File: config.mk
export PLATFORM = sky130hd
export DESIGN_NAME = cpc_top
export DESIGN_NICKNAME = d
export VERILOG_FILES = /design/src/include/cpc_pkg.sv /design/src/include/cpc_tmr_if.sv /design/src/cpc_delay.sv /design/src/cpc_pi.sv /design/src/cpc_top.sv
export SDC_FILE = /design/constraint.sdc
export NUM_CORES = 1
export LEC_CHECK = 0
export ABC_AREA = 1
export CAP_MARGIN = 5
export CORE_ASPECT_RATIO = 0.8
export CORE_MARGIN = 2
export CORE_UTILIZATION = 57
export DETAILED_ROUTE_END_ITERATION = 6
export DONT_BUFFER_PORTS = 1
export HOLD_SLACK_MARGIN = 0.05
export PLACE_DENSITY_LB_ADDON = 0.2
export REMOVE_ABC_BUFFERS = 1
export SKIP_CTS_REPAIR_TIMING = 1
export SYNTH_ARGS = -nofsm -noshare
export SYNTH_HDL_FRONTEND = slang
export SYNTH_SLANG_ARGS = --single-unit
File: constraint.sdc
create_clock -name pclk -period 1.45 [get_ports pclk]
set_input_delay 0.145 -clock pclk [delete_from_list [all_inputs] [get_ports pclk]]
set_output_delay 0.145 -clock pclk [all_outputs]
set_load 0.01 [all_outputs]
File: src/include/cpc_pkg.sv
// package: constants, types and helpers for the card punch column control
`default_nettype none
package cpc_pkg;
   // clock and documented delays
   localparam int unsigned CLK_PERIOD_NS = 50;
   localparam int unsigned STROBE_DELAY_NS = 15000;
   localparam int unsigned CMD_DELAY_NS = 5000;
   // motor run-on is kept by the punch itself, not counted here
   localparam int unsigned MOTOR_RUNON_S = 30;
   localparam int unsigned STROBE_CYCLES =
      (STROBE_DELAY_NS + CLK_PERIOD_NS - 1) / CLK_PERIOD_NS;
   localparam int unsigned CMD_CYCLES =
      (CMD_DELAY_NS + CLK_PERIOD_NS - 1) / CLK_PERIOD_NS;
   // widths
   localparam int COL_W = 12;
   localparam int LVL_W = 3;
   localparam int PI_N = 7;
   localparam int ADDR_W = 8;
   // register byte addresses
   localparam logic [ADDR_W-1:0] ADDR_CTRL = 8'h00;
   localparam logic [ADDR_W-1:0] ADDR_DATA = 8'h04;
   // control-out word fields
   localparam int CO_LEVEL = 0;
   localparam int CO_MOTOR = 5;
   localparam int CO_CLR_FLAGS = 6;
   localparam int CO_CD_ENB = 7;
   localparam int CO_EJECT = 12;
   localparam int CO_OFFSET = 14;
   // status-in word fields
   localparam int ST_LEVEL = 0;
   localparam int ST_DATA_REQ = 3;
   localparam int ST_COL_HELD = 4;
   localparam int ST_MOTOR = 5;
   localparam int ST_CARD_DONE = 6;
   localparam int ST_CD_ENB = 7;
   localparam int ST_COMPARE = 8;
   localparam int ST_TROUBLE = 9;
   localparam int ST_PICK = 10;
   localparam int ST_EJECT_F = 11;
   localparam int ST_STACK_F = 12;
   localparam int ST_HOPPER = 13;
   localparam int ST_CHIP = 14;
   localparam int ST_CIP = 15;
   localparam int ST_IRQ = 16;
   localparam int ST_TEST = 17;
   // reset values
   localparam logic [LVL_W-1:0] LEVEL_RST = 3'h0;
   localparam logic [COL_W-1:0] COL_RST = 12'h000;
   localparam logic [31:0] WORD_RST = 32'h0000_0000;

   typedef enum logic {CPC_APB_IDLE, CPC_APB_CLEAR} cpc_apb_state_t;

   // one-hot request line for a level; level 0 means no requests
   function automatic logic [PI_N:1] cpc_level_onehot(input logic [LVL_W-1:0] lvl,
                                                      input logic req);
      cpc_level_onehot = '0;
      for (int i = 1; i <= PI_N; i++) begin
         if (req && lvl == LVL_W'(i)) begin
            cpc_level_onehot[i] = 1'b1;
         end
      end
   endfunction
endpackage
`default_nettype wire

File: src/include/cpc_tmr_if.sv
// interface: start and expiry of a one-shot delay timer
`default_nettype none
interface cpc_tmr_if;
   logic start;
   logic fire;
   logic busy;
   modport ctl (output start, input fire, input busy);
   modport tmr (input start, output fire, output busy);
endinterface
`default_nettype wire

File: src/cpc_delay.sv
// one-shot delay: fire is high in the cycle before the CYCLES-th edge after start
`default_nettype none
module cpc_delay
   import cpc_pkg::*;
#(
   parameter int unsigned CYCLES = CMD_CYCLES
) (
   input wire logic pclk,
   input wire logic presetn,
   cpc_tmr_if.tmr t
);
   localparam int CW = $clog2(CYCLES + 1);
   localparam logic [CW-1:0] LOAD = CW'(CYCLES - 1);

   logic [CW-1:0] cnt_q;

   // a new start reloads, so a restarted delay counts from the latest start
   always_ff @(posedge pclk or negedge presetn) begin
      if (!presetn) begin
         cnt_q <= '0;
      end else if (t.start) begin
         cnt_q <= LOAD;
      end else if (cnt_q != '0) begin
         cnt_q <= cnt_q - 1'b1;
      end
   end

   assign t.fire = (cnt_q == CW'(1)) && !t.start;
   assign t.busy = (cnt_q != '0);
endmodule // cpc_delay
`default_nettype wire

File: src/cpc_pi.sv
// priority interrupt request lines, registered
`default_nettype none
module cpc_pi
   import cpc_pkg::*;
(
   input wire logic pclk,
   input wire logic presetn,
   input wire logic [LVL_W-1:0] level,
   input wire logic req,
   output logic [PI_N:1] pi_req
);
   always_ff @(posedge pclk or negedge presetn) begin
      if (!presetn) begin
         pi_req <= '0;
      end else begin
         pi_req <= cpc_level_onehot(level, req);
      end
   end
endmodule // cpc_pi
`default_nettype wire

File: src/cpc_top.sv
// card punch column control: apb registers, column handshake, punch commands
//
// Notes on behaviour
// - control-out with motor bit sets motor-run, which drives punch_select.
// - once conditioned, punch_ready makes buffer-ready, which sets column request.
// - column request raises the interrupt on the selected priority level.
// - data-out clear phase clears request and buffer; set phase sets column-held.
// - after an eject, data-out set phase also sets motor-run.
// - set phase loads bus data; buffer drives the twelve column lines.
// - data_present_strobe pulses about 15 us after the set phase.
// - column-held clears as the strobe is generated.
// - card_full with card_done_enable set raises card_done_flag and an interrupt.
// - with no eject after column 80 another request follows, columns 81, 82.
// - an eject command also sets card_done_flag.
// - eject bit drives eject_cmd about 5 us later.
// - offset bit drives card_offset_cmd about 5 us later.
// - punch trouble raises an interrupt; pick, eject, stacker failures do not; causes are readable in status.
// - compare error sets compare fault, reported with card done at full or eject.
// - offline test with ready low reads as status bit 18.
// - status bit 32 reads set while requesting a column.
// - control-out bits 33 to 35 set the interrupt level.
// - reset clears every flip-flop and the column buffer.
`default_nettype none
module cpc_top
   import cpc_pkg::*;
(
   input wire logic pclk,
   input wire logic presetn,
   input wire logic psel,
   input wire logic penable,
   input wire logic pwrite,
   input wire logic [ADDR_W-1:0] paddr,
   input wire logic [31:0] pwdata,
   output logic [31:0] prdata,
   output logic pready,
   output logic pslverr,
   input wire logic punch_ready,
   input wire logic card_full,
   input wire logic trouble_in,
   input wire logic pick_failure,
   input wire logic eject_failure,
   input wire logic stacker_failure,
   input wire logic hopper_stacker_in,
   input wire logic chip_box_full_in,
   input wire logic card_in_station,
   input wire logic compare_error_in,
   input wire logic offline_test_in,
   output logic punch_select,
   output logic [COL_W-1:0] column_lines,
   output logic data_present_strobe,
   output logic eject_cmd,
   output logic card_offset_cmd,
   output logic [PI_N:1] pi_req
);
   cpc_apb_state_t apb_q;
   cpc_apb_state_t apb_d;
   logic access;
   logic addr_ok;
   logic ctrl_wr;
   logic data_wr;
   logic data_clr;
   logic data_set;
   logic [31:0] prdata_q;
   logic [31:0] status_word;
   logic [LVL_W-1:0] level_q;
   logic motor_q;
   logic cd_enb_q;
   logic eject_seen_q;
   logic data_req_q;
   logic buf_rdy;
   logic buf_rdy_q;
   logic [COL_W-1:0] col_buf_q;
   logic col_held_q;
   logic strobe_q;
   logic card_done_q;
   logic compare_q;
   logic full_q;
   logic full_rise;
   logic eject_arm_q;
   logic offset_arm_q;
   logic eject_q;
   logic offset_q;
   logic irq_cause;

   cpc_tmr_if strobe_tmr ();
   cpc_tmr_if cmd_tmr ();

   cpc_delay #(.CYCLES(STROBE_CYCLES)) u_strobe_dly (
      .pclk(pclk),
      .presetn(presetn),
      .t(strobe_tmr)
   );

   cpc_delay #(.CYCLES(CMD_CYCLES)) u_cmd_dly (
      .pclk(pclk),
      .presetn(presetn),
      .t(cmd_tmr)
   );

   cpc_pi u_pi (
      .pclk(pclk),
      .presetn(presetn),
      .level(level_q),
      .req(irq_cause),
      .pi_req(pi_req)
   );

   // apb decode
   assign access = psel && penable;
   assign addr_ok = (paddr == ADDR_CTRL) || (paddr == ADDR_DATA);
   assign ctrl_wr = access && pwrite && (paddr == ADDR_CTRL);
   assign data_wr = access && pwrite && (paddr == ADDR_DATA);
   // a data-out takes two access cycles: clear phase, then set phase
   assign data_clr = data_wr && (apb_q == CPC_APB_IDLE);
   assign data_set = data_wr && (apb_q == CPC_APB_CLEAR);
   assign pready = !data_clr;
   assign pslverr = access && !addr_ok;
   assign prdata = prdata_q;

   always_comb begin
      apb_d = apb_q;
      unique case (apb_q)
         CPC_APB_IDLE: begin
            if (data_clr) begin
               apb_d = CPC_APB_CLEAR;
            end
         end
         CPC_APB_CLEAR: begin
            apb_d = CPC_APB_IDLE;
         end
      endcase
   end

   always_ff @(posedge pclk or negedge presetn) begin
      if (!presetn) begin
         apb_q <= CPC_APB_IDLE;
      end else begin
         apb_q <= apb_d;
      end
   end

   // status word, sampled in the setup cycle so it holds through the access
   always_comb begin
      status_word = WORD_RST;
      status_word[ST_LEVEL +: LVL_W] = level_q;
      status_word[ST_DATA_REQ] = data_req_q;
      status_word[ST_COL_HELD] = col_held_q;
      status_word[ST_MOTOR] = motor_q;
      status_word[ST_CARD_DONE] = card_done_q;
      status_word[ST_CD_ENB] = cd_enb_q;
      status_word[ST_COMPARE] = compare_q;
      status_word[ST_TROUBLE] = trouble_in;
      status_word[ST_PICK] = pick_failure;
      status_word[ST_EJECT_F] = eject_failure;
      status_word[ST_STACK_F] = stacker_failure;
      status_word[ST_HOPPER] = hopper_stacker_in;
      status_word[ST_CHIP] = chip_box_full_in;
      status_word[ST_CIP] = card_in_station;
      status_word[ST_IRQ] = irq_cause;
      status_word[ST_TEST] = offline_test_in && !punch_ready;
   end

   always_ff @(posedge pclk or negedge presetn) begin
      if (!presetn) begin
         prdata_q <= WORD_RST;
      end else if (psel && !penable && !pwrite) begin
         if (paddr == ADDR_CTRL) begin
            prdata_q <= status_word;
         end else if (paddr == ADDR_DATA) begin
            prdata_q <= {{(32 - COL_W){1'b0}}, col_buf_q};
         end else begin
            prdata_q <= WORD_RST;
         end
      end
   end

   // control-out settings
   always_ff @(posedge pclk or negedge presetn) begin
      if (!presetn) begin
         level_q <= LEVEL_RST;
         cd_enb_q <= 1'b0;
      end else if (ctrl_wr) begin
         level_q <= pwdata[CO_LEVEL +: LVL_W];
         cd_enb_q <= pwdata[CO_CD_ENB];
      end
   end

   // motor run; the punch itself keeps the motor on 30 s after select drops
   always_ff @(posedge pclk or negedge presetn) begin
      if (!presetn) begin
         motor_q <= 1'b0;
      end else if (ctrl_wr) begin
         motor_q <= pwdata[CO_MOTOR];
      end else if (data_set && eject_seen_q) begin
         motor_q <= 1'b1;
      end
   end

   always_ff @(posedge pclk or negedge presetn) begin
      if (!presetn) begin
         eject_seen_q <= 1'b0;
      end else if (ctrl_wr && pwdata[CO_EJECT]) begin
         eject_seen_q <= 1'b1;
      end else if (ctrl_wr && !pwdata[CO_MOTOR]) begin
         eject_seen_q <= 1'b0;
      end
   end

   // column request on each new buffer-ready; a held column blocks it
   // the strobe cycle is masked too: the punch drops ready only one edge later
   assign buf_rdy = motor_q && punch_ready && !col_held_q && !strobe_q;

   always_ff @(posedge pclk or negedge presetn) begin
      if (!presetn) begin
         buf_rdy_q <= 1'b0;
         data_req_q <= 1'b0;
      end else begin
         buf_rdy_q <= buf_rdy;
         if (buf_rdy && !buf_rdy_q) begin
            data_req_q <= 1'b1;
         end else if (data_clr) begin
            data_req_q <= 1'b0;
         end
      end
   end

   // column buffer and column-held
   always_ff @(posedge pclk or negedge presetn) begin
      if (!presetn) begin
         col_buf_q <= COL_RST;
      end else if (data_clr) begin
         col_buf_q <= COL_RST;
      end else if (data_set) begin
         col_buf_q <= pwdata[COL_W-1:0];
      end
   end

   assign column_lines = col_buf_q;

   always_ff @(posedge pclk or negedge presetn) begin
      if (!presetn) begin
         col_held_q <= 1'b0;
      end else if (data_set) begin
         col_held_q <= 1'b1;
      end else if (strobe_tmr.fire) begin
         col_held_q <= 1'b0;
      end
   end

   // strobe timing; the punch picks a card on a card's first strobe
   assign strobe_tmr.start = data_set;

   always_ff @(posedge pclk or negedge presetn) begin
      if (!presetn) begin
         strobe_q <= 1'b0;
      end else begin
         strobe_q <= strobe_tmr.fire;
      end
   end

   assign data_present_strobe = strobe_q;

   // eject and offset go out one delay after the control-out
   assign cmd_tmr.start = ctrl_wr && (pwdata[CO_EJECT] || pwdata[CO_OFFSET]);

   always_ff @(posedge pclk or negedge presetn) begin
      if (!presetn) begin
         eject_arm_q <= 1'b0;
         offset_arm_q <= 1'b0;
         eject_q <= 1'b0;
         offset_q <= 1'b0;
      end else if (ctrl_wr) begin
         eject_arm_q <= pwdata[CO_EJECT];
         offset_arm_q <= pwdata[CO_OFFSET];
         eject_q <= 1'b0;
         offset_q <= 1'b0;
      end else if (cmd_tmr.fire) begin
         eject_q <= eject_arm_q;
         offset_q <= offset_arm_q;
      end
   end

   assign eject_cmd = eject_q;
   assign card_offset_cmd = offset_q;
   assign punch_select = motor_q;

   // card done and compare fault: hardware set wins over software clear
   assign full_rise = card_full && !full_q;

   always_ff @(posedge pclk or negedge presetn) begin
      if (!presetn) begin
         full_q <= 1'b0;
         card_done_q <= 1'b0;
      end else begin
         full_q <= card_full;
         if ((full_rise && cd_enb_q) || (ctrl_wr && pwdata[CO_EJECT])) begin
            card_done_q <= 1'b1;
         end else if (ctrl_wr && pwdata[CO_CLR_FLAGS]) begin
            card_done_q <= 1'b0;
         end
      end
   end

   always_ff @(posedge pclk or negedge presetn) begin
      if (!presetn) begin
         compare_q <= 1'b0;
      end else if (compare_error_in) begin
         compare_q <= 1'b1;
      end else if (ctrl_wr && pwdata[CO_CLR_FLAGS]) begin
         compare_q <= 1'b0;
      end
   end

   // compare fault alone raises nothing: it is reported with card done
   assign irq_cause = data_req_q || card_done_q || trouble_in;
endmodule // cpc_top
`default_nettype wire

==> PnR_summary.wiki, run 1 <==
{| class="wikitable"
! Metric !! Value
|-
| Slowest cell delay on critical path || 400 ps
|-
| Outcome || complete, but fails checks
|-
| Io pins || between 100 and 150
|-
| Die Ht || approximately 72 um
|-
| Total chip power || 0.00471 W
|-
| Finished Cell Area || just under 4000 sq um
|-
| Cells after synthesis || 382
|-
| Final setup violation count || 0
|-
| Antenna fix cells || 0
|-
| Fin nets || approximately 480
|-
| Crit start category || flip-flop
|-
| Commonest non-fill, non-tap cell in the layout || nand2_1
|-
| DRC viols || 0
|-
| Source-to-sink clock delay at the later pin of the worst-skew pair || around 350 ps
|-
| Buffers added on ports || 0
|-
| Proportion of layout cells with a drive suffix above 1 || 11.3%
|-
| Number of warning messages in the yosys log || 0
|-
| Number of H-tree branching levels || 3
|-
| Cell seen most often among critical-path stages || inv_1
|-
| Critical R2R Capture || u_cmd_dly.cnt_q[3]$_DFFE_PN0P_
|-
| Clk pin slew, worst setup/hold paths || 70 ps
|-
| Post-detailed-placement cell area || roughly 3400 sq um
|-
| Depth of the worst register-to-register path || 8
|-
| Number of global-route vias before repair || between 2,000 and 2,500
|-
| Clock tree from TritonCTS || yes
|-
| Area growth, synth to finish || 17.6%
|-
| Kind of end point of the critical path || flip-flop
|-
| First drt pass iteration count || 4
|-
| Inserted Clock Buffers || 9
|-
| Post-synthesis instance area || 3280 sq um
|-
| Root cell of the clock tree || clkbuf_8
|-
| Synthesized area divided by synthesized cell count || approximately 8.6 sq um
|-
| Average detailed-routed wire length per instance || 14.7 um
|-
| Detailed Place HPWL || about 4700 um
|-
| Worst Setup Slack post-DPL || between 60 and 70 ps
|-
| LEAKAGE || about 1.9 nW
|-
| Critical path class || reg -> reg
|-
| Critical Path RT || 1690 ps
|-
| Cell row count || 24
|-
| Violations in the final reports || negative hold slack
|-
| Portion of the post-synthesis area used by sequential elements || roughly 54%
|-
| Max-cap viol count || 0
|-
| Wirelength, routed || around 7400 um
|-
| Highest ir drop seen on vdd || 0.853 mV
|-
| Iter 0 DRT Violations || between 100 and 150
|-
| Total of flip-flops plus latches after synthesis || 71
|-
| Die area || 6380 sq um
|-
| Worst clock skew || around 9.0 ps
|-
| First-pass GRT wire length || 11,200 um
|-
| Number of antenna violations at the first check in global routing || 0
|-
| Number of pins with negative max-slew slack in the final report || 0
|-
| Pwr/cell area || ~1200 nW/um^2
|-
| Critical-path top delay cell || dfrtp_1
|-
| Peak clock frequency supported by timing || between 700 and 800 MHz
|-
| Number of logic stages on the critical path including buffering || 8
|-
| Placer congestion estimate || approximately 0.85
|-
| Sink Count || 71
|-
| Number of nets with antenna violations after detailed routing || 0
|-
| Sum of negative setup slack || 0 ps
|-
| Final Cycle Share || approximately 96%
|-
| Fraction of the core area covered by cells at the end of the flow || a little over two thirds
|-
| Bufs and invs on worst path || 3
|-
| Die outline width || between 80 and 90 um
|-
| Unique cell type count in the Yosys netlist || 28
|-
| GRT Util Overall || a little under a quarter
|-
| Slew @ Worst Pin || roughly 610 ps
|-
| Commonest cells after routing, fill and taps aside || nand2_1 (84), dfrtp_1 (71), inv_1 (47)
|-
| Critical path fanouts, max || 4
|-
| Area of the placeable core || 5500 sq um
|-
| Maximum number of pins on one net before global-route repair || just over 70
|-
| Critical register-to-register path startpoint || u_cmd_dly.cnt_q[0]$_DFFE_PN0P_
|-
| Number of vias after detailed routing || around 2,600
|-
| Starting density of the core || 59.7%
|-
| Post-route setup slack || approximately 60 ps
|-
| Final number of hold-violating endpoints || around 70
|-
| Arrival time worst endpoint || 1630 ps
|-
| Fill count || roughly 440
|-
| CTS Buffer Depth || 2
|-
| Type of the tightest min-delay check || in -> async
|-
| Shortest clock period the worst path allows after layout || between 1000 and 1500 ps
|-
| Remaining max-slew budget at the tightest pin || slightly below 60%
|-
| Total gr overflow || 0
|-
| Dominant delay contributor by cell family on the critical path || flip-flops
|-
| Final hold slack || -512 ps
|-
| Crit path cell chain || inv_1 > ha_2 > nand2_1 > nor2_2 > buf_4 > o21ai_0 > nand3_1 > inv_1
|-
| Vias per std cell || a little over 5
|-
| Worst reg2reg setup slack || approximately 60 ps
|}
[per-stage QoR]
step	hold WS (ps)	instances
floorplan	-151	372
global placement	-149	463
detailed placement	-149	463
CTS	-530	479
global route	-539	504
finish	-512	504
[area by class of cell]
cell class | count | area [sq um] | area share, %
inverter | 49 | 186 | 4.83
multi-input combinational | 252 | 1220 | 31.6
clock buffer | 11 | 141 | 3.66
sequential | 71 | 1780 | 46.0
tap | 78 | 97.6 | 2.53
timing repair buffer | 38 | 358 | 9.27
clock inverter | 5 | 81.3 | 2.11
[Yosys cell counts]
library cell | instances | area (sq um)
dfrtp_1 | 71 | 1780
nor3b_1 | 1 | 7.51
nor3_1 | 7 | 35.0
conb_1 | 1 | 3.75
nand3b_1 | 2 | 15.0
ha_1 | 4 | 50.1
a21oi_1 | 25 | 125
or2_2 | 3 | 18.8
a21boi_0 | 1 | 7.51
o21ai_0 | 15 | 75.1
nor2_2 | 2 | 12.5
inv_4 | 1 | 6.26
o21bai_1 | 1 | 7.51
nand3_1 | 24 | 120
nor2_4 | 3 | 33.8
inv_1 | 48 | 180
buf_4 | 18 | 135
nand3_2 | 1 | 10.0
nand2_2 | 3 | 18.8
buf_6 | 1 | 11.3
a21oi_2 | 1 | 8.76
nor2_1 | 36 | 135
nand4_1 | 8 | 50.1
o211ai_1 | 1 | 7.51
o21ai_1 | 15 | 75.1
nand2_1 | 84 | 315
nor3b_4 | 1 | 18.8
buf_2 | 4 | 20.0
[metal layers]
| metal | routed length [um] | up-vias | global-route usage (%) | part of all wire, % |
|---|---|---|---|---|
| li1 | - | 1271 | - | - |
| met1 | 3190 | 1224 | 28.7 | 43 |
| met2 | 3570 | 95 | 37.5 | 48 |
| met3 | 531 | 14 | 9.10 | 7.2 |
| met4 | 118 | 0 | 8.08 | 1.6 |
| met5 | 0 | - | 0 | 0 |
[worst max path at each step]
stage                                      startpoint                                 to
finish                 u_cmd_dly.cnt_q[0]$_DFFE_PN0P_     u_cmd_dly.cnt_q[3]$_DFFE_PN0P_
global route           u_cmd_dly.cnt_q[0]$_DFFE_PN0P_     u_cmd_dly.cnt_q[3]$_DFFE_PN0P_
CTS                 u_strobe_dly.cnt_q[1]$_DFFE_PN0P_  u_strobe_dly.cnt_q[1]$_DFFE_PN0P_
detailed placement     u_cmd_dly.cnt_q[0]$_DFFE_PN0P_     u_cmd_dly.cnt_q[1]$_DFFE_PN0P_
global placement       u_cmd_dly.cnt_q[0]$_DFFE_PN0P_     u_cmd_dly.cnt_q[1]$_DFFE_PN0P_
floorplan           u_strobe_dly.cnt_q[0]$_DFFE_PN0P_  u_strobe_dly.cnt_q[1]$_DFFE_PN0P_
[cells by family after synthesis]
| logic type | share of synthesized area, % |
|---|---|
| adders and majority gates | 1.53 |
| and+or+nand+nor | 24.1 |
| buffers and inverters | 10.8 |
| DFF | 54.2 |
| AOI/OAI and AO/OA | 9.34 |
| other | 0.114 |
[flip-flops by register name (all words and copies together), names as in the netlist, 3 cells and up]
| name | count |
|---|---|
| column_lines | 12 |
| level_q | 3 |
| prdata | 18 |
| u_cmd_dly.cnt_q | 7 |
| u_pi.pi_req | 7 |
| u_strobe_dly.cnt_q | 9 |
[report_power, final]
| group | total [W] | internal (W) | leakage [nW] | switching, W |
|---|---|---|---|---|
| registers | 0.00230 | 0.00215 | 0.910 | 0.000154 |
| logic | 0.000657 | 0.000287 | 0.890 | 0.000370 |
| clock network | 0.00175 | 0.00102 | 0.110 | 0.000738 |
| total | 0.00471 | 0.00345 | 1.91 | 0.00126 |
No activity file was read; power rests on OpenSTA's default activity.
==> inputs of run 2 (changes only) <==
CORE_ASPECT_RATIO = 1.1   (was 0.8)
==> run 2 against run 1 <==
Against the previous run:
- the flow still finishes with violations (negative hold slack)
- setup slack better by 40 ps
- sequential cell count stayed put
- critical path type unchanged
- combinational power is 5.6% lower
- critical path depth stayed put
- via count is 0.19% higher
- count of clock-buffer cells in the layout is 2 lower
- design area is 0.65% higher
- global-route usage is 1.0 points lower
- first-iteration DRC count is 53% higher
==> PnR_summary.wiki, run 2 (synthesis gave the netlist of run 1 again) <==
{| class="wikitable"
! Metric !! Value
|-
| Outcome || complete, but fails checks (unchanged)
|-
| Violations in the final reports || negative hold slack (unchanged)
|-
| Final hold slack || -516 ps (was -512 ps)
|-
| DRC viols || 0 (unchanged)
|-
| Starting density of the core || 60.0% (was 59.7%)
|-
| Commonest non-fill, non-tap cell in the layout || nand2_1 (unchanged)
|-
| Iter 0 DRT Violations || 201 (was 131)
|-
| Final setup violation count || 0 (unchanged)
|-
| Area growth, synth to finish || 18.4% (was 17.6%)
|-
| First-pass GRT wire length || 11,300 um (was 11,200 um)
|-
| Number of vias after detailed routing || 2,609 (was 2,604)
|-
| Post-route setup slack || 100 ps (was 60.3 ps)
|-
| Antenna fix cells || 0 (unchanged)
|-
| Slew @ Worst Pin || 566 ps (was 612 ps)
|-
| CTS Buffer Depth || 2 (unchanged)
|-
| Detailed Place HPWL || 4790 um (was 4740 um)
|-
| Critical path fanouts, max || 4 (unchanged)
|-
| Clk pin slew, worst setup/hold paths || 80 ps (was 70 ps)
|-
| Number of global-route vias before repair || 2,397 (was 2,403)
|-
| Buffers added on ports || 0 (unchanged)
|-
| Critical Path RT || 1690 ps (about the same)
|-
| Root cell of the clock tree || clkbuf_8 (unchanged)
|-
| Final Cycle Share || 93.1% (was 95.8%)
|-
| Switching share of power || 26.3% (was 26.8%)
|-
| Worst Setup Slack post-DPL || 26.6 ps (was 69.3 ps)
|-
| Critical path launch point || u_cmd_dly.cnt_q[0]$_DFFE_PN0P_ (unchanged)
|-
| Crit start category || flip-flop (unchanged)
|-
| Area of the placeable core || 5470 sq um (was 5500 sq um)
|-
| Crit path cell chain || inv_2 > ha_2 > nand2_1 > nor2_2 > buf_4 > o21ai_0 > nand3_1 > inv_1 (was inv_1 > ha_2 > nand2_1 > nor2_2 > buf_4 > o21ai_0 > nand3_1 > inv_1)
|-
| Power Internal || 0.00357 W (was 0.00345 W)
|-
| Number of nets with antenna violations after detailed routing || 0 (unchanged)
|-
| Kind of end point of the critical path || flip-flop (unchanged)
|-
| Inserted Clock Buffers || 9 (unchanged)
|-
| Remaining max-slew budget at the tightest pin || 62.1% (was 59.0%)
|-
| Sum of negative setup slack || 0 ps (unchanged)
|-
| Post-detailed-placement cell area || 3370 sq um (about the same)
|-
| Unrepaired setup endpoints after global routing || false
|-
| Number of H-tree branching levels || 3 (unchanged)
|-
| Sequential power share || 47.4% (was 48.8%)
|-
| First drt pass iteration count || 4 (unchanged)
|-
| Cell row count || 28 (was 24)
|-
| Clock power frac || 39.8% (was 37.2%)
|-
| Pwr/cell area || 1250 nW/um^2 (was 1220 nW/um^2)
|-
| Flip-flop count of the largest register, all copies and words added || 18 (unchanged)
|-
| Critical path class || reg -> reg (unchanged)
|-
| Average detailed-routed wire length per instance || 14.6 um (was 14.7 um)
|-
| Die Ht || 83.6 um (was 71.9 um)
|-
| Sink Count || 71 (unchanged)
|-
| Final number of hold-violating endpoints || 71 (unchanged)
|-
| Placer congestion estimate || 0.870 (was 0.845)
|-
| Finished Cell Area || 3880 sq um (was 3860 sq um)
|-
| Fraction of the core area covered by cells at the end of the flow || 71.1% (was 70.2%)
|-
| Max-cap viol count || 0 (unchanged)
|-
| Clock tree from TritonCTS || yes (unchanged)
|-
| Vias per std cell || 5.20 (was 5.17)
|-
| Io pins || 113 (unchanged)
|-
| Die area || 6380 sq um (about the same)
|-
| Number of pins with negative max-slew slack in the final report || 0 (unchanged)
|-
| Critical-path top delay cell || dfrtp_1 (unchanged)
|-
| LEAKAGE || 1.92 nW (was 1.91 nW)
|-
| Worst reg2reg setup slack || 100 ps (was 60 ps)
|-
| NetSw || 0.00127 W (was 0.00126 W)
|-
| Depth of the worst register-to-register path || 8 (unchanged)
|-
| Slowest cell delay on critical path || 410 ps (was 400 ps)
|-
| Highest ir drop seen on vdd || 0.713 mV (was 0.853 mV)
|-
| Shortest clock period the worst path allows after layout || 1350 ps (was 1390 ps)
|-
| Fraction of power consumed by combinational cells || 12.8% (was 14.0%)
|-
| Wirelength, routed || 7350 um (was 7410 um)
|-
| Die outline width || 76.3 um (was 88.8 um)
|-
| Type of the tightest min-delay check || in -> async (unchanged)
|-
| Maximum number of pins on one net before global-route repair || 72 (unchanged)
|-
| GRT Util Overall || 22.3% (was 23.3%)
|-
| Commonest cells after routing, fill and taps aside || nand2_1 (84), dfrtp_1 (71), inv_1 (45) (was nand2_1 (84), dfrtp_1 (71), inv_1 (47))
|-
| Fin nets || 482 (was 481)
|-
| Critical R2R Capture || u_cmd_dly.cnt_q[3]$_DFFE_PN0P_ (unchanged)
|-
| Worst clock skew || 6.57 ps (was 9.00 ps)
|-
| Critical register-to-register path startpoint || u_cmd_dly.cnt_q[0]$_DFFE_PN0P_ (unchanged)
|-
| Peak clock frequency supported by timing || 741 MHz (was 720 MHz)
|-
| Total gr overflow || 0 (unchanged)
|-
| Source-to-sink clock delay at the later pin of the worst-skew pair || 340 ps (was 350 ps)
|-
| Proportion of layout cells with a drive suffix above 1 || 11.7% (was 11.3%)
|-
| Number of antenna violations at the first check in global routing || 0 (unchanged)
|-
| Arrival time worst endpoint || 1590 ps (was 1630 ps)
|}
==> run 2: how the worst max path moves through the flow <==
stage,to,cells past startpoint
2_1_floorplan,u_strobe_dly.cnt_q[1]$_DFFE_PN0P_,7
3_3_place_gp,u_cmd_dly.cnt_q[1]$_DFFE_PN0P_,7
3_5_place_dp,u_cmd_dly.cnt_q[1]$_DFFE_PN0P_,7
4_1_cts,u_cmd_dly.cnt_q[1]$_DFFE_PN0P_,7
5_1_grt,u_cmd_dly.cnt_q[3]$_DFFE_PN0P_,8
6_report,u_cmd_dly.cnt_q[3]$_DFFE_PN0P_,8
==> run 2: final cells by class <==
class                   count  area, sq um
flip-flops and latches     71         1780
fillers                   429         1580
multi-input cells         252         1210
repair buffers             39          368
inverters                  49          186
clock buffers               9          124
clock inverters             7          120
well taps                  75         93.8
==> run 2: power by group through the flow <==
stage,logic [W],clock network (W),registers (W)
6_report,0.000620,0.00193,0.00230
5_1_grt,0.000722,0.00202,0.00232
4_1_cts,0.000547,0.00195,0.00229
3_5_place_dp,0.000540,0,0.00233
3_3_place_gp,0.000514,0,0.00233
2_1_floorplan,0.000428,0,0.00230
==> run 2: per-layer routing <==
metal / global-route usage [%] / up-vias / share of wire (%)
met5: 0 / - / 0
met4: 10.4 / 0 / 1.2
met3: 5.52 / 8 / 5.4
met2: 37.3 / 77 / 51
met1: 27.2 / 1254 / 42
li1: - / 1270 / -
==> run 2: worst max-delay path, delay by kind of cell, from the launching register on <==
| kind | cells | cell delay, ps |
|---|---|---|
| and+or+nand+nor | 3 | 320 |
| adders and majority gates | 1 | 180 |
| DFF | 1 | 410 |
| buffers and inverters | 3 | 260 |
| AOI/OAI and AO/OA | 1 | 60 |
==> run 2: through the flow <==
stage,total power (W),std cells
4_1_cts,0.00479,477
3_3_place_gp,0.00284,461
5_1_grt,0.00506,502
2_1_floorplan,0.00272,372
3_5_place_dp,0.00287,461
6_report,0.00484,502
==> inputs of run 3 (changes only) <==
CORE_ASPECT_RATIO = 0.7   (was 1.1)
==> run 3 against run 2 <==
Against the previous run:
- the flow still finishes with violations (negative hold slack)
- setup slack got worse by 6.2 ps
- combinational power grew 3%
- clock skew increased by 2.5 ps
- clock power is 8% lower
- via count grew 1.7%
- final cell count increased by 0.40%
- register-to-register slack is essentially flat
- sequential share of layout area is 0.074 points lower
- count of clock-buffer cells in the layout unchanged
- sequential cell count unchanged
- highest routed layer unchanged
==> PnR_summary.wiki, run 3 (synthesis gave the netlist of run 1 again) <==
{| class="wikitable"
! Metric !! Value
|-
| GRT Util Overall || 23.3% (was 22.3%)
|-
| Number of antenna violations at the first check in global routing || 0 (unchanged)
|-
| Total gr overflow || 0 (unchanged)
|-
| Critical Path RT || 1680 ps (was 1690 ps)
|-
| Critical path class || reg -> reg (unchanged)
|-
| Max-cap viol count || 0 (unchanged)
|-
| Die Ht || 67.5 um (was 83.6 um)
|-
| Cell row count || 23 (was 28)
|-
| Maximum number of pins on one net before global-route repair || 72 (unchanged)
|-
| Worst clock skew || 9.05 ps (was 6.57 ps)
|-
| Io pins || 113 (unchanged)
|-
| Crit start category || flip-flop (unchanged)
|-
| Average detailed-routed wire length per instance || 14.6 um (about the same)
|-
| Sink Count || 71 (unchanged)
|-
| Area growth, synth to finish || 18.6% (was 18.4%)
|-
| Vias per std cell || 5.27 (was 5.20)
|-
| Critical R2R Capture || u_strobe_dly.cnt_q[1]$_DFFE_PN0P_ (was u_cmd_dly.cnt_q[3]$_DFFE_PN0P_)
|-
| LEAKAGE || 1.93 nW (was 1.92 nW)
|-
| Commonest non-fill, non-tap cell in the layout || nand2_1 (unchanged)
|-
| Flip-flop count of the largest register, all copies and words added || 18 (unchanged)
|-
| First drt pass iteration count || 4 (unchanged)
|-
| Worst reg2reg setup slack || 90 ps (was 100 ps)
|-
| Total placed cells including tap cells || 460 (was 461)
|-
| Die area || 6390 sq um (was 6380 sq um)
|-
| Unrepaired setup endpoints after global routing || false (unchanged)
|-
| Number of H-tree branching levels || 3 (unchanged)
|-
| Finished Cell Area || 3890 sq um (was 3880 sq um)
|-
| Area of the placeable core || 5640 sq um (was 5470 sq um)
|-
| Post-detailed-placement cell area || 3370 sq um (about the same)
|-
| Area occupied by registers || 1780 sq um (unchanged)
|-
| Buffers added on ports || 0 (unchanged)
|-
| Number of nets with antenna violations after detailed routing || 0 (unchanged)
|-
| Final number of hold-violating endpoints || 71 (unchanged)
|-
| Slew @ Worst Pin || 576 ps (was 566 ps)
|-
| Die outline width || 94.7 um (was 76.3 um)
|-
| Arrival time worst endpoint || 1590 ps (about the same)
|-
| Fin nets || 484 (was 482)
|-
| Final Cycle Share || 93.5% (was 93.1%)
|-
| Fill count || 441 (was 429)
|-
| Peak clock frequency supported by timing || 737 MHz (was 741 MHz)
|-
| Proportion of layout cells with a drive suffix above 1 || 11.4% (was 11.7%)
|-
| Inserted Clock Buffers || 9 (unchanged)
|-
| Detailed Place HPWL || 4960 um (was 4790 um)
|-
| CTS Buffer Depth || 2 (unchanged)
|-
| Post-route setup slack || 94.1 ps (was 100 ps)
|-
| Non-Filler Instances || 504 (was 502)
|-
| Violations in the final reports || negative hold slack (unchanged)
|-
| Sum of negative setup slack || 0 ps (unchanged)
|-
| Clk pin slew, worst setup/hold paths || 90 ps (was 80 ps)
|-
| Met3 Usage GRT || 9.49% (was 5.52%)
|-
| Final hold slack || -515 ps (was -516 ps)
|-
| Pwr/cell area || 1210 nW/um^2 (was 1250 nW/um^2)
|-
| Fraction of met2 tracks used by global routing || 35.8% (was 37.3%)
|-
| Source-to-sink clock delay at the later pin of the worst-skew pair || 340 ps (about the same)
|-
| Kind of end point of the critical path || flip-flop (unchanged)
|-
| Antenna fix cells || 0 (unchanged)
|-
| Shortest clock period the worst path allows after layout || 1360 ps (was 1350 ps)
|-
| Number of global-route vias before repair || 2,336 (was 2,397)
|-
| Depth of the worst register-to-register path || 7 (was 8)
|-
| Wirelength, routed || 7350 um (about the same)
|-
| Final setup violation count || 0 (unchanged)
|-
| Critical path launch point || u_strobe_dly.cnt_q[1]$_DFFE_PN0P_ (was u_cmd_dly.cnt_q[0]$_DFFE_PN0P_)
|-
| Clock tree from TritonCTS || yes (unchanged)
|-
| Highest ir drop seen on vdd || 0.686 mV (was 0.713 mV)
|-
| First-pass GRT wire length || 11,200 um (was 11,300 um)
|-
| Critical register-to-register path startpoint || u_strobe_dly.cnt_q[1]$_DFFE_PN0P_ (was u_cmd_dly.cnt_q[0]$_DFFE_PN0P_)
|-
| Starting density of the core || 58.2% (was 60.0%)
|-
| Commonest cells after routing, fill and taps aside || nand2_1 (84), dfrtp_1 (71), inv_1 (45) (unchanged)
|-
| Worst Setup Slack post-DPL || 25.7 ps (was 26.6 ps)
|-
| Remaining max-slew budget at the tightest pin || 61.4% (was 62.1%)
|-
| Critical path fanouts, max || 9 (was 4)
|-
| Placer congestion estimate || 0.892 (was 0.870)
|-
| Gr busiest metal || met2 (unchanged)
|-
| Footprint of the multi-input gates || 1220 sq um (was 1210 sq um)
|-
| Outcome || complete, but fails checks (unchanged)
|-
| Global Route met1 Usage || 30.5% (was 27.2%)
|-
| DRC viols || 0 (unchanged)
|-
| Type of the tightest min-delay check || in -> async (unchanged)
|-
| Iter 0 DRT Violations || 187 (was 201)
|-
| Number of vias after detailed routing || 2,654 (was 2,609)
|-
| Number of pins with negative max-slew slack in the final report || 0 (unchanged)
|-
| Root cell of the clock tree || clkbuf_8 (unchanged)
|}
## run 3: changes by cell type in the layout (fill, tap and decap cells not counted), sizes merged
| cell | previous run | this run |
|---|---|---|
| dlygate4sd3 | 25 | 28 |
| inv | 50 | 52 |
| buf | 14 | 13 |
| bufinv | 3 | 2 |
| clkinv | 2 | 1 |
## run 3: how the worst max path moves through the flow
stage / endpoint / slack (ps) / cells past startpoint
2_1_floorplan: u_strobe_dly.cnt_q[1]$_DFFE_PN0P_ / 80 / 7
3_3_place_gp: u_cmd_dly.cnt_q[1]$_DFFE_PN0P_ / 60 / 7
3_5_place_dp: u_cmd_dly.cnt_q[1]$_DFFE_PN0P_ / 30 / 7
4_1_cts: u_cmd_dly.cnt_q[1]$_DFFE_PN0P_ / 10 / 7
5_1_grt: u_cmd_dly.cnt_q[2]$_DFFE_PN0P_ / 8 / 9
6_report: u_strobe_dly.cnt_q[1]$_DFFE_PN0P_ / 90 / 7
## run 3: area by class of cell
class | instances | share of cell area [%]
Sequential cell | 71 | 45.7
Clock inverter | 7 | 2.64
Inverter | 49 | 4.79
Tap cell | 75 | 2.41
Multi-Input combinational cell | 252 | 31.3
Clock buffer | 9 | 3.18
Timing Repair Buffer | 41 | 10.0
## run 3: power breakdown
group	switching, W	internal [W]
sequential	0.000158	0.00214
combinational	0.000347	0.000289
clock	0.000785	0.000989
## run 3: through the flow
stage          power [W]  util [%]  hold WS, ps
4_1_cts          0.00465      63.7         -527
5_1_grt          0.00498      69.0         -542
2_1_floorplan    0.00272         -         -151
3_5_place_dp     0.00288      59.7         -149
6_report         0.00471      69.0         -515
3_3_place_gp     0.00286      59.7         -149
## run 3: layer usage
metal	vias up	routed length, um
met2	115	3410
met5	-	0
li1	1285	-
met4	0	78
met1	1245	3220
met3	9	641
## run 3: critical path: stages, from the launching register on
cell and delay (ps):
dfrtp_1 420, inv_1 100, ha_1 170, nand2_1 110, nor2_4 170, nand2_4 100
o21ai_1 130, nand2_1 60
